`config.mk`:
```
export PLATFORM = sky130hd
export DESIGN_NAME = io_register_space_decoder
export DESIGN_NICKNAME = d
export VERILOG_FILES = /design/src/hw/io_space_pkg.sv /design/src/hw/io_register_space_decoder.sv
export SDC_FILE = /design/constraint.sdc
export NUM_CORES = 1
export LEC_CHECK = 0
export ABC_CLOCK_PERIOD_IN_PS = 6800
export BUFFER_PORTS_ARGS = -buffer_cell sky130_fd_sc_hd__clkbuf_2
export CORE_MARGIN = 2
export CORE_UTILIZATION = 54
export DETAILED_ROUTE_END_ITERATION = 12
export GPL_ROUTABILITY_DRIVEN = 0
export HOLD_SLACK_MARGIN = 0.02
export MAX_ROUTING_LAYER = met4
export PLACE_DENSITY_LB_ADDON = 0.25
export SLEW_MARGIN = 20
export SYNTH_ARGS = -nofsm -noshare
export SYNTH_HDL_FRONTEND = slang
export SYNTH_SLANG_ARGS = --single-unit
export TNS_END_PERCENT = 100
```
`constraint.sdc`:
```
create_clock -name core_clk -period 6.8 [get_ports core_clk]
set_clock_uncertainty 0.2 [all_clocks]
set_input_delay 0.34 -clock core_clk [delete_from_list [all_inputs] [get_ports core_clk]]
set_output_delay 0.34 -clock core_clk [all_outputs]
set_load 0.02 [all_outputs]
```
`src/hw/io_space_pkg.sv`:
```
// constants for the i/o register space decoder
package io_space_pkg;
  localparam int unsigned DATA_W = 8;
  localparam int unsigned IO_ADDR_W = 6;
  localparam int unsigned DS_ADDR_W = 8;
  // direct i/o window and offsets into data space
  localparam logic [7:0] IO_LAST = 8'h3f;
  localparam logic [7:0] BIT_LAST = 8'h1f;
  localparam logic [7:0] DS_IO_OFFSET = 8'h20;
  localparam logic [7:0] EXT_FIRST = 8'h60;
  localparam logic [7:0] EXT_LAST = 8'hff;
  // register offsets (direct i/o addresses)
  localparam logic [5:0] OFF_PB_IN = 6'h03;
  localparam logic [5:0] OFF_PB_DIR = 6'h04;
  localparam logic [5:0] OFF_PB_OUT = 6'h05;
  localparam logic [5:0] OFF_PC_IN = 6'h06;
  localparam logic [5:0] OFF_PC_DIR = 6'h07;
  localparam logic [5:0] OFF_PC_OUT = 6'h08;
  localparam logic [5:0] OFF_PD_IN = 6'h09;
  localparam logic [5:0] OFF_PD_DIR = 6'h0a;
  localparam logic [5:0] OFF_PD_OUT = 6'h0b;
  localparam logic [5:0] OFF_T0_FLAGS = 6'h15;
  localparam logic [5:0] OFF_T1_FLAGS = 6'h16;
  localparam logic [5:0] OFF_T2_FLAGS = 6'h17;
  localparam logic [5:0] OFF_PCH_FLAGS = 6'h1b;
  localparam logic [5:0] OFF_GP_STORE0 = 6'h1e;
  localparam logic [5:0] OFF_EE_CTRL = 6'h1f;
  // implemented-bit masks; other bits are reserved
  localparam logic [7:0] MASK_PC = 8'h7f;
  localparam logic [7:0] MASK_T0 = 8'h07;
  localparam logic [7:0] MASK_T1 = 8'h27;
  localparam logic [7:0] MASK_T2 = 8'h07;
  localparam logic [7:0] MASK_PCH = 8'h07;
  localparam logic [7:0] MASK_EE = 8'h07;
  localparam logic [7:0] RST_VAL = 8'h00;
  // access kinds from the core
  typedef enum logic [2:0] {
    ACC_NONE = 3'h0,
    ACC_IO_READ = 3'h1,
    ACC_IO_WRITE = 3'h2,
    ACC_DS_READ = 3'h3,
    ACC_DS_WRITE = 3'h4,
    ACC_BIT_SET = 3'h5,
    ACC_BIT_CLR = 3'h6,
    ACC_BIT_TEST = 3'h7
  } acc_kind_t;
endpackage : io_space_pkg

```
`src/hw/io_register_space_decoder.sv`:
```
// i/o register space decoder with bit access and write-one-to-clear flags
// Behaviour
// - set and clear of single bits only at i/o addresses 0x00 to 0x1f
// - bit tests return one selected bit of a bit-accessible register
// - status flags clear on a written one; a written zero leaves them
// - set or clear touches only the addressed bit, never other flags
// - direct i/o access uses six-bit addresses 0 to 63
// - data-space address equals i/o address plus 0x20, same register
// - extended range 0x60 to 0xff reachable by load and store only
`timescale 1ns/1ps
`default_nettype none
module io_register_space_decoder
  import io_space_pkg::*;
(
  // clock and reset
  input wire logic core_clk,
  input wire logic rst_n,
  // core access port
  input wire logic [2:0] acc_kind,
  input wire logic [DS_ADDR_W-1:0] acc_addr,
  input wire logic [2:0] acc_bit,
  input wire logic [DATA_W-1:0] acc_wdata,
  output logic [DATA_W-1:0] acc_rdata,
  output logic acc_bit_value,
  output logic acc_hit,
  // extended i/o space, handled outside
  output logic ext_sel,
  output logic ext_write,
  output logic [DS_ADDR_W-1:0] ext_addr,
  output logic [DATA_W-1:0] ext_wdata,
  input wire logic [DATA_W-1:0] ext_rdata,
  // port pins and drive
  input wire logic [DATA_W-1:0] port_b_pins,
  input wire logic [DATA_W-1:0] port_c_pins,
  input wire logic [DATA_W-1:0] port_d_pins,
  output logic [DATA_W-1:0] port_b_dir,
  output logic [DATA_W-1:0] port_b_out,
  output logic [DATA_W-1:0] port_c_dir,
  output logic [DATA_W-1:0] port_c_out,
  output logic [DATA_W-1:0] port_d_dir,
  output logic [DATA_W-1:0] port_d_out,
  output logic [DATA_W-1:0] ee_ctrl,
  // flag set events from peripherals
  input wire logic [DATA_W-1:0] t0_flag_set,
  input wire logic [DATA_W-1:0] t1_flag_set,
  input wire logic [DATA_W-1:0] t2_flag_set,
  input wire logic [DATA_W-1:0] pch_flag_set,
  output logic [DATA_W-1:0] t0_flags,
  output logic [DATA_W-1:0] t1_flags,
  output logic [DATA_W-1:0] t2_flags,
  output logic [DATA_W-1:0] pch_flags
);

  typedef struct packed {
    logic [7:0] pb_dir;
    logic [7:0] pb_out;
    logic [7:0] pc_dir;
    logic [7:0] pc_out;
    logic [7:0] pd_dir;
    logic [7:0] pd_out;
    logic [7:0] t0;
    logic [7:0] t1;
    logic [7:0] t2;
    logic [7:0] pch;
    logic [7:0] gp0;
    logic [7:0] ee;
    logic [7:0] rdata;
    logic bitval;
  } state_t;

  state_t st_r;
  state_t st_nxt;
  acc_kind_t kind;
  logic [7:0] io_addr;
  logic io_ok;
  logic is_rd;
  logic is_wr;
  logic is_bit;
  logic [5:0] ra;
  logic [7:0] cur;
  logic [7:0] bit_mask;
  logic [7:0] wr_val;
  logic [7:0] clr_w1;
  logic ext_ok;

  assign kind = acc_kind_t'(acc_kind);

  // address translation: direct i/o keeps 6 bits, data space drops the offset
  always_comb
  begin
    io_addr = 8'h00;
    io_ok = 1'b0;
    ext_ok = 1'b0;
    is_rd = 1'b0;
    is_wr = 1'b0;
    is_bit = 1'b0;
    unique case (kind)
      ACC_IO_READ, ACC_IO_WRITE:
      begin
        io_addr = {2'b00, acc_addr[IO_ADDR_W-1:0]};
        io_ok = (acc_addr <= IO_LAST);
        is_rd = (kind == ACC_IO_READ);
        is_wr = (kind == ACC_IO_WRITE);
      end
      ACC_DS_READ, ACC_DS_WRITE:
      begin
        io_addr = 8'(acc_addr - DS_IO_OFFSET);
        io_ok = (acc_addr >= DS_IO_OFFSET) && (acc_addr < EXT_FIRST);
        ext_ok = (acc_addr >= EXT_FIRST) && (acc_addr <= EXT_LAST);
        is_rd = (kind == ACC_DS_READ);
        is_wr = (kind == ACC_DS_WRITE);
      end
      ACC_BIT_SET, ACC_BIT_CLR, ACC_BIT_TEST:
      begin
        io_addr = acc_addr;
        io_ok = (acc_addr <= BIT_LAST);
        is_bit = 1'b1;
      end
      default:
      begin
        io_addr = 8'h00;
      end
    endcase
  end

  assign ra = io_addr[5:0];
  assign bit_mask = 8'h01 << acc_bit;

  // current register value; reserved addresses and bits read zero
  always_comb
  begin
    unique case (ra)
      OFF_PB_IN: cur = port_b_pins;
      OFF_PB_DIR: cur = st_r.pb_dir;
      OFF_PB_OUT: cur = st_r.pb_out;
      OFF_PC_IN: cur = port_c_pins & MASK_PC;
      OFF_PC_DIR: cur = st_r.pc_dir;
      OFF_PC_OUT: cur = st_r.pc_out;
      OFF_PD_IN: cur = port_d_pins;
      OFF_PD_DIR: cur = st_r.pd_dir;
      OFF_PD_OUT: cur = st_r.pd_out;
      OFF_T0_FLAGS: cur = st_r.t0;
      OFF_T1_FLAGS: cur = st_r.t1;
      OFF_T2_FLAGS: cur = st_r.t2;
      OFF_PCH_FLAGS: cur = st_r.pch;
      OFF_GP_STORE0: cur = st_r.gp0;
      OFF_EE_CTRL: cur = st_r.ee;
      default: cur = RST_VAL;
    endcase
  end

  // value written and the one-bits that clear flags
  always_comb
  begin
    wr_val = acc_wdata;
    clr_w1 = acc_wdata;
    if (is_bit)
    begin
      // only the addressed bit is touched; no other flag sees a one
      wr_val = (kind == ACC_BIT_SET) ? (cur | bit_mask) : (cur & ~bit_mask);
      clr_w1 = (kind == ACC_BIT_SET) ? bit_mask : 8'h00;
    end
  end

  // next state: register writes, flag set and clear, read data
  always_comb
  begin
    logic wr;
    wr = io_ok && (is_wr || (is_bit && kind != ACC_BIT_TEST));
    st_nxt = st_r;
    if (wr)
    begin
      unique case (ra)
        OFF_PB_DIR: st_nxt.pb_dir = wr_val;
        OFF_PB_OUT: st_nxt.pb_out = wr_val;
        OFF_PC_DIR: st_nxt.pc_dir = wr_val & MASK_PC;
        OFF_PC_OUT: st_nxt.pc_out = wr_val & MASK_PC;
        OFF_PD_DIR: st_nxt.pd_dir = wr_val;
        OFF_PD_OUT: st_nxt.pd_out = wr_val;
        OFF_T0_FLAGS: st_nxt.t0 = st_r.t0 & ~clr_w1;
        OFF_T1_FLAGS: st_nxt.t1 = st_r.t1 & ~clr_w1;
        OFF_T2_FLAGS: st_nxt.t2 = st_r.t2 & ~clr_w1;
        OFF_PCH_FLAGS: st_nxt.pch = st_r.pch & ~clr_w1;
        OFF_GP_STORE0: st_nxt.gp0 = wr_val;
        OFF_EE_CTRL: st_nxt.ee = wr_val & MASK_EE;
        default: st_nxt.gp0 = st_r.gp0;
      endcase
    end
    // set wins over a clear in the same cycle
    st_nxt.t0 = (st_nxt.t0 | t0_flag_set) & MASK_T0;
    st_nxt.t1 = (st_nxt.t1 | t1_flag_set) & MASK_T1;
    st_nxt.t2 = (st_nxt.t2 | t2_flag_set) & MASK_T2;
    st_nxt.pch = (st_nxt.pch | pch_flag_set) & MASK_PCH;
    if (is_rd)
      st_nxt.rdata = io_ok ? cur : (ext_ok ? ext_rdata : RST_VAL);
    if (kind == ACC_BIT_TEST)
      st_nxt.bitval = io_ok ? cur[acc_bit] : 1'b0;
  end

  // state register
  always_ff @(posedge core_clk or negedge rst_n)
  begin
    if (!rst_n)
      st_r <= '0;
    else
      st_r <= st_nxt;
  end

  // outputs
  assign acc_rdata = st_r.rdata;
  assign acc_bit_value = st_r.bitval;
  assign acc_hit = io_ok || ext_ok;
  assign ext_sel = ext_ok;
  assign ext_write = ext_ok && is_wr;
  assign ext_addr = acc_addr;
  assign ext_wdata = acc_wdata;
  assign port_b_dir = st_r.pb_dir;
  assign port_b_out = st_r.pb_out;
  assign port_c_dir = st_r.pc_dir;
  assign port_c_out = st_r.pc_out;
  assign port_d_dir = st_r.pd_dir;
  assign port_d_out = st_r.pd_out;
  assign ee_ctrl = st_r.ee;
  assign t0_flags = st_r.t0;
  assign t1_flags = st_r.t1;
  assign t2_flags = st_r.t2;
  assign pch_flags = st_r.pch;

  // checks; a flag pulse can move state in any cycle, so refusal checks want it quiet
  logic any_set;
  assign any_set = |{t0_flag_set, t1_flag_set, t2_flag_set, pch_flag_set};

  // bit access window and bit tests
  a_bit_range_only: assert property (@(posedge core_clk) disable iff (!rst_n)
    (kind == ACC_BIT_SET && acc_addr > BIT_LAST && !any_set) |=> $stable(st_r))
    else $error("bit set above bit range changed state");
  a_bit_clr_range: assert property (@(posedge core_clk) disable iff (!rst_n)
    (kind == ACC_BIT_CLR && acc_addr > BIT_LAST && !any_set) |=> $stable(st_r))
    else $error("bit clear above bit range changed state");
  a_bit_test_value: assert property (@(posedge core_clk) disable iff (!rst_n)
    (kind == ACC_BIT_TEST && acc_addr == {2'b00, OFF_GP_STORE0}) |=>
    acc_bit_value == $past(st_r.gp0[acc_bit]))
    else $error("bit test value wrong");
  a_bit_test_range: assert property (@(posedge core_clk) disable iff (!rst_n)
    (kind == ACC_BIT_TEST && acc_addr > BIT_LAST) |=> !acc_bit_value)
    else $error("bit test above bit range returned one");

  // write-one-to-clear flags
  a_w1c_clear: assert property (@(posedge core_clk) disable iff (!rst_n)
    (kind == ACC_IO_WRITE && acc_addr == {2'b00, OFF_T0_FLAGS} && acc_wdata[0]
    && !t0_flag_set[0]) |=> !t0_flags[0])
    else $error("flag not cleared by a one");
  a_w1c_zero_keeps: assert property (@(posedge core_clk) disable iff (!rst_n)
    (kind == ACC_IO_WRITE && acc_addr == {2'b00, OFF_T1_FLAGS} && acc_wdata == 8'h00
    && t1_flag_set == 8'h00) |=> t1_flags == $past(t1_flags))
    else $error("written zero changed flags");
  a_flag_set_wins: assert property (@(posedge core_clk) disable iff (!rst_n)
    t0_flag_set[0] |=> t0_flags[0])
    else $error("flag set lost against a clear");

  // single-bit ops on flag registers
  a_bit_set_only: assert property (@(posedge core_clk) disable iff (!rst_n)
    (kind == ACC_BIT_SET && acc_addr == {2'b00, OFF_T2_FLAGS} && acc_bit != 3'h0
    && t2_flags[0]) |=> t2_flags[0])
    else $error("bit set cleared another flag");
  a_bit_clr_keeps: assert property (@(posedge core_clk) disable iff (!rst_n)
    (kind == ACC_BIT_CLR && acc_addr == {2'b00, OFF_T1_FLAGS} && t1_flags[5]) |=>
    t1_flags[5])
    else $error("bit clear cleared a flag");

  // direct i/o window and its data-space alias
  a_io_write_lands: assert property (@(posedge core_clk) disable iff (!rst_n)
    (kind == ACC_IO_WRITE && acc_addr == {2'b00, OFF_PD_DIR}) |=>
    port_d_dir == $past(acc_wdata))
    else $error("direct i/o write missed register");
  a_io_high_refused: assert property (@(posedge core_clk) disable iff (!rst_n)
    (kind == ACC_IO_WRITE && acc_addr > IO_LAST && !any_set) |=> $stable(st_r))
    else $error("i/o write above 0x3f changed state");
  a_io_ds_same: assert property (@(posedge core_clk) disable iff (!rst_n)
    (kind == ACC_DS_WRITE && acc_addr == (DS_IO_OFFSET + {2'b00, OFF_GP_STORE0})) |=>
    st_r.gp0 == $past(acc_wdata))
    else $error("data-space alias missed register");
  a_ds_read_alias: assert property (@(posedge core_clk) disable iff (!rst_n)
    (kind == ACC_DS_READ && acc_addr == (DS_IO_OFFSET + {2'b00, OFF_PB_DIR})) |=>
    acc_rdata == $past(port_b_dir))
    else $error("data-space read missed register");

  // extended range and reserved places
  a_io_no_ext: assert property (@(posedge core_clk) disable iff (!rst_n)
    (kind == ACC_IO_READ || kind == ACC_IO_WRITE) |-> !ext_sel)
    else $error("direct i/o reached extended space");
  a_ext_only_ds: assert property (@(posedge core_clk) disable iff (!rst_n)
    ext_sel |-> (kind == ACC_DS_READ || kind == ACC_DS_WRITE) && acc_addr >= EXT_FIRST)
    else $error("extended select outside load and store");
  a_reserved_zero: assert property (@(posedge core_clk) disable iff (!rst_n)
    (kind == ACC_IO_READ && acc_addr == 8'h10) |=> acc_rdata == 8'h00)
    else $error("reserved address read nonzero");
  a_rsv_bits_zero: assert property (@(posedge core_clk) disable iff (!rst_n)
    !port_c_dir[7] && !port_c_out[7] && ee_ctrl[7:3] == 5'h00)
    else $error("reserved register bit set");

endmodule : io_register_space_decoder
`default_nettype wire

```
==> impl.org, run 1 <==
** Cells and area
- The net count of the finished layout is roughly 700.
- The area growth from synthesis to layout is 9.03%.
- In the final layout, the share of cells above drive strength 1 is 0.398.
- Antenna Diode Count :: 0
- Utilization after layout :: 0.607

** Power
- Sum of internal, switching and leakage power :: 1.11 mW
- Ratio of total power to cell area :: 186 mW/mm^2
- The worst-case IR drop observed on VDD is 123 uV.
- Standby leakage power :: 2.95 nW

** STA
- Hold Slack :: 70.8 ps
- Period Utilization, post-route :: 0.531
- Max-slew headroom :: 0.308
- Final Critical Period :: 3610 ps
- For the final routed database, the setup TNS stands at 0 ps.
- Timing would allow up to 0.277 GHz.
- Setup repair after global routing left no endpoint under its margin.
- Setup violations remaining at the end of the flow were counted as 0.
- Pin slew with the least headroom to its limit :: a little over 1000 ps
- Endpoints failing hold :: 0
- The final-report max-slew violation count is 0.

** GRT
- Entering global routing, the biggest net connects 80 pins.
- Wire length of the first global-routing pass :: 23300 um
- The number of global-route vias before repair came to 4314.
- The number of antenna violations at the first check in global routing came to 0.
- All-Layer GR Usage :: 0.281
- Total overflow reported by the global router :: 0

** CTS
- Number of buffers added by the clock tree synthesis step :: 9
- Maximum count of clock buffers along a single path :: 2
- Gates resized during post-CTS repair numbered 0.
- H-Tree Depth :: 3
- The clock drives 79 sinks.
- The root buffer cell chosen for the clock tree is clkbuf_8.
- TritonCTS built the clock tree.
- Worst-Skew Late Latency :: 360 ps
- Clock slew at the register clock pins of the worst setup and hold paths :: 90 ps

** Yosys
- After synthesis, the share of flip-flops with an asynchronous set or reset is 1.00.
- Cell type with the highest aggregate area in the netlist :: dfrtp_1
- In the synthesized netlist the dominant register cell turns out to be dfrtp_1.
- Mapped Avg Cell Area :: 9.73 sq um
- In this run, synthesis inferred 0 flip-flops with an integrated enable.
- The mapped netlist covers 0.00547 sq mm.
- Largest cells by area after synthesis :: dfrtp_1 (36%), buf_4 (15%), mux2_2 (13%)
- Counting flops and latches in the post-synthesis netlist gives 79.
- Unique masters post-synth :: 59
- Area share of the leading cell type in the synthesized netlist :: 0.361
- The most common cell in the synthesized netlist is buf_4.
- The cell count after synthesis came out at 562.
- Top cell types by occurrence after synthesis :: buf_4 (112), dfrtp_1 (79), mux2_2 (65)
- The share of the Yosys chip area taken by registers is 0.361.
- The Yosys step of the flow raised 0 warnings.

** Routing
- The final layout contains routed wiring with a total length of between 15000 and 20000 um.
- ANT nets after route :: 0
- In the final routed layout, each cell accounts on average for 19.6 um.
- Remaining DRCs :: 0
- Average via count per standard cell :: 5.93
- DR vias :: about 4600
- DRT Pass-1 Iters :: 5
- Iteration-0 DRC count of the detailed router :: 363

** Critical path
- Largest incremental delay on the critical path :: ~900 ps
- Data on the critical path arrives at its endpoint at 3710 ps.
- The worst setup path is launched from an input pin.
- Cells traversed along the worst timing path :: clkbuf_2 -> nor2b_1 -> and2_1 -> a221o_1 -> a22oi_1 -> a32o_1 -> a21oi_1 -> mux2_2
- Critical path type :: input pin to flop
- Worst path slowest cell :: nor2b_1
- Required time worst endpoint :: 6900 ps
- Crit-path max FO :: 21
- STA classifies the critical path endpoint as a flop.

** Die
- IO Count :: roughly 200
- The floorplan has 36 rows.
- Chip height :: 105 um
- The floorplan step defined a die boundary enclosing 0.0110 sq mm.
- For this configuration, the core starts out at a cell density of 0.557.
- Core Footprint :: 0.00982 sq mm
- The floorplan step set the die width to 105 um.

** Placed design
- Input and output buffers added on the ports amount to 157.
- The wire-length estimate of the detail-placed layout is 10700 um.

** Outcome
- Outcome :: finished clean

** Run
- The tool flagged a number of max-cap violations equal to 0.

** Hold path
- Path class of the lowest-slack min-delay path :: input pin to flop
-- per-layer routing --
metal / up-vias / wire [um] / global-route usage
met5: - / 0 / -
met4: 0 / 325 / 0.0990
met3: 31 / 1370 / 0.0430
met2: 288 / 7020 / 0.440
met1: 2183 / 6340 / 0.373
li1: 2061 / - / -
-- state kept, by name (all words and copies together), names as in the netlist, 4 cells and up --
name        flops
st_r            8
port_d_dir      8
port_b_out      8
t1_flags        4
port_d_out      8
port_c_out      7
port_c_dir      7
port_b_dir      8
acc_rdata       8
-- through the flow --
stage | setup slack, ps | instance area [sq um] | std cells
6_report | 3190 | 5960 | 769
4_1_cts | 3280 | 5930 | 768
2_1_floorplan | 3980 | 5560 | 587
3_3_place_gp | 2950 | 5570 | 738
3_5_place_dp | 2920 | 5570 | 738
5_1_grt | 3040 | 5960 | 769
-- cell usage in the layout, fill, tap and decap left out, types with 6 or more instances in the layout --
cell type,netlist,layout
mux2i_1,9,8
nand2b_1,7,7
nor2_1,13,13
dlygate4sd3_1,0,14
mux2_2,65,65
conb_1,1,26
a221o_1,6,6
a22o_1,9,9
nand2_1,35,35
nor2b_1,10,10
a21oi_1,14,14
and3_1,7,7
clkbuf_2,0,156
nand4_1,15,15
clkbuf_8,0,9
o21ai_0,13,13
nand3_1,22,22
nor3_1,8,8
dfrtp_1,79,79
a22oi_1,16,16
a21o_1,13,13
-- timing repair --
| item | in CTS | in global routing |
|---|---|---|
| endpoints found under the setup margin | 0 | 0 |
| hold buffers | 14 | 0 |
| endpoints found under the hold margin | 92 | 0 |
| setup buffers | 0 | 0 |
-- cell type report --
class,instances,area [sq um]
Clock buffer,10,128
Inverter,5,18.8
Sequential cell,79,1980
Tap cell,133,166
Multi-Input combinational cell,360,2600
Clock inverter,6,92.6
Fill cell,900,3850
Timing Repair Buffer,176,986
-- critical path: cells and delay by family --
| family | cells | cell delay, ps |
|---|---|---|
| and+or+nand+nor | 2 | 1320 |
| AOI/OAI and AO/OA | 4 | 1260 |
| buffers and inverters | 1 | 490 |
| muxes | 1 | 280 |
-- cell families (layout without fill, tap and decap cells) --
kind of cell | after synthesis | after routing | share of synthesized area
and+or+nand+nor | 147 | 147 | 0.149
DFF | 79 | 79 | 0.361
other | 1 | 26 | 0.000686
muxes | 74 | 74 | 0.150
buffers and inverters | 148 | 197 | 0.182
AOI/OAI and AO/OA | 113 | 113 | 0.157
-- worst paths after layout --
kind | startpoint | endpoint | slack (ps) | cells past startpoint
min in group asynchronous | rst_n | port_d_out[4] | 210 | 2
max in group asynchronous | rst_n | port_b_dir[6] | 5600 | 3
worst min register to register | acc_rdata[5] | acc_rdata[5] | 290 | 2
worst max register to register | port_d_dir[1] | port_c_dir[1] | 4170 | 7
worst max-delay path | acc_addr[1] | port_c_dir[0] | 3190 | 8
worst min-delay path | ext_rdata[1] | acc_rdata[1] | 70 | 3
-- power breakdown --
group	total (mW)	internal [mW]	switching (mW)
registers	0.495	0.485	0.0108
clock network	0.398	0.209	0.189
logic	0.217	0.0761	0.141
(Power assumes the default switching activity.)
==> run 2, diff against run 1 <==
ABC_CLOCK_PERIOD_IN_PS = 3500   (was 6800)
CORE_UTILIZATION = 50   (was 54)
clock period = 3.5 ns   (was 6.8 ns; I/O delays follow)
==> run 2 against run 1 <==
Non-clock buffer count increased by 16. Sequential power increased by 95%. Final cell count increased by 3.0%. First-iteration DRC count increased by 21%. Die area increased by 7.7%. Clock-buffer cell count increased by 2. Largest power group unchanged. Global-route usage decreased by 0.88 points. Final area increased by 1.6%.
==> impl.org, run 2 (same netlist as run 1, synthesis figures left out) <==
** Outcome
- The run finished with clean final reports.

** Critical path
- The largest fanout on the critical path was 21 (unchanged).
- Endpoint type of the worst setup path :: flop
- The endpoint identified for the worst register-to-register timing path is port_c_out[4].
- Launch instance of the worst register-to-register path :: port_d_out[4]
- Data arrival, critical path :: 2800 ps (-910 ps)
- Critical path type :: input pin to flop
- Depth of the worst register-to-register path :: 7 (unchanged)
- Kind of launch point of the worst setup path :: input pin
- Required time worst endpoint :: 3550 ps (-3350 ps)
- R2R Setup Slk :: 1040 ps (-3130 ps)

** GRT
- The pin count of the biggest net entering global routing was 80 (unchanged).
- Antenna violations before repair :: 0 (unchanged)
- The global-route wire length before repair is 23700 um (+1.7%).
- The total global routing track utilization was 0.272 (-0.00883).
- The total congestion overflow is 0 (unchanged).
- The number of global-route vias before repair is 4382 (+1.6%).

** Die
- The total number of placement rows is 38 (+5.6%).
- Core Footprint :: 0.0107 sq mm (+9.4%)
- The number of top-level design ports is 204 (unchanged).
- The die span in y came to 109 um (+3.8%).
- The starting utilization of the core area came to 0.509 (-0.0480).
- Chip Width :: 109 um (+3.8%)
- Total die area :: 0.0118 sq mm (+7.7%)

** Placed design
- Pre-CTS worst setup slack :: 393 ps (-2530 ps)
- Port-buffer cells :: 157 (unchanged)
- HPWL after detailed placement :: 11200 um (+4.7%)
- The post-detailed-placement cell area is 0.00565 sq mm (+1.4%).

** STA
- The post-route worst setup slack came to 746 ps (-2440 ps).
- Max-slew headroom :: 0.418 (+0.110)
- The setup violation total in the final timing report came to 0 (unchanged).
- Hold Slack :: 62.2 ps (-8.57 ps)
- Final Critical Period :: 2750 ps
- Timing would allow up to 0.363 GHz.
- Endpoints failing hold :: 0 (unchanged)
- Pin slew with the least headroom to its limit :: 871 ps (-165 ps)
- Of the available clock period, the critical path in the final layout requires 0.787.
- The final-report max-slew violation count was 0 (unchanged).
- The accumulated negative setup slack is 0 ps (unchanged).
- Setup repair after global routing missed its margin :: no

** Cells and area
- Leaving out fill and tap cells, the most frequent cell in the layout is clkbuf_2.
- The total inserted antenna cells is 0 (unchanged).
- Most frequent cells in the layout :: clkbuf_2 (156), dfrtp_1 (79), mux2_2 (65)
- Utilization after layout :: 0.564 (-0.0437)
- The post-route standard cell area excluding fillers was 0.00606 sq mm (+1.6%).
- Fraction of layout instances using a drive strength above 1 :: 0.399 (+0.000974)
- From synthesis to final layout, the design area changed by 10.7%.
- Count of nets after finishing :: 735 (+2.2%)

** Power
- The combinational power share is 0.212 (+0.017).
- Highest ir drop seen on vdd :: 201 uV (+63%)
- The fraction of power spent switching nets is 0.320 (+0.0128).
- The net switching power figure came to 657 uW (+93%).
- Standby leakage power :: 3.00 nW (+1.9%)
- Ratio of total power to cell area :: 339 mW/mm^2 (+82%)
- The part of the power in the clock network is 0.320 (-0.039).
- Internal cell power :: 1.40 mW (+82%)
- The sequential power share is 0.468 (+0.022).

** Run
- The number of violations of the max-capacitance limit is 0 (unchanged).

** Routing
- The via density per instance is 5.79 (-2.4%).
- Post-DR wirelength/cell :: 19.4 um (-1.1%)
- DRT Pass-1 Iters :: 5 (unchanged)
- The overall routed net length came to 15300 um (+1.9%).
- The post-route DRC violation count came to 0 (unchanged).
- DR vias :: 4585 (+0.48%)
- The number of design-rule violations left by the first detailed-router iteration is 441 (+21%).
- ANT nets after route :: 0 (unchanged)

** CTS
- Maximum count of clock buffers along a single path :: 2 (unchanged)
- The number of clock buffers inserted by TritonCTS came to 9 (unchanged).
- The latest clock arrival within the worst-skew pair came to 360 ps (about the same).
- Num Clock Sinks :: 79 (unchanged)
- The clock-pin slew on the worst setup and hold paths came to 90 ps (about the same).
- The H-tree level count came to 3 (unchanged).
- Buffer cell driving the clock tree root :: clkbuf_8
- TritonCTS clock tree :: built

** Hold path
- The worst hold path terminates at acc_bit_value.
- Start point of the worst min-delay path :: acc_bit[0]
- In this run the worst hold path is classified as input pin to flop.
- The hold-critical path depth came to 3 (unchanged).
==> run 2: stage by stage <==
step	instances	power, mW
final	792	2.06
after global routing	792	2.15
after CTS	792	2.06
after detailed placement	754	1.39
after global placement	754	1.39
after floorplan	587	1.30
==> run 2: worst max-delay path, stage by stage <==
cell and delay [ps]:
clkbuf_2 260, or3_4 570, and2_1 270, a221o_1 330, a211o_1 370, or3_4 400
a2111oi_4 340, a211oi_1 80
==> run 2: cell type report <==
type                       count  area, sq um
sequential                    79         1980
tap                          140          175
timing repair buffer         192         1110
inverter                       5         18.8
clock buffer                  12          155
fill                         956         4690
clock inverter                 4         28.8
multi-input combinational    360         2590
==> run 2: worst max path at each step <==
stage                     start            end  slack, ps  depth (start not counted)
finish              acc_kind[1]  acc_bit_value        750                          8
global route        acc_kind[1]  acc_bit_value        630                          8
CTS                 acc_kind[1]  acc_bit_value        780                          8
detailed placement  acc_kind[1]  acc_bit_value        390                          8
global placement    acc_kind[1]  acc_bit_value        440                          8
floorplan           acc_kind[2]  acc_bit_value        850                          9
==> run 2: what timing repair did <==
action | in CTS | in global routing
hold buffers | 22 | 0
hold endpoints to repair | 100 | 0
buffers inserted | 0 | 0
gates resized for setup | 0 | 0
==> run 2: power groups by stage <==
stage               logic [mW]  clock network [mW]  registers (mW)
detailed placement       0.411                   0           0.981
finish                   0.435               0.658           0.963
floorplan                0.323                   0           0.974
CTS                      0.432               0.669           0.963
global route             0.472               0.707           0.967
global placement         0.406                   0           0.980
==> run 2: layer usage <==
layer,part of all wire,track usage
met5,0,-
met4,0.015,0.0723
met3,0.077,0.0386
met2,0.48,0.433
met1,0.43,0.366
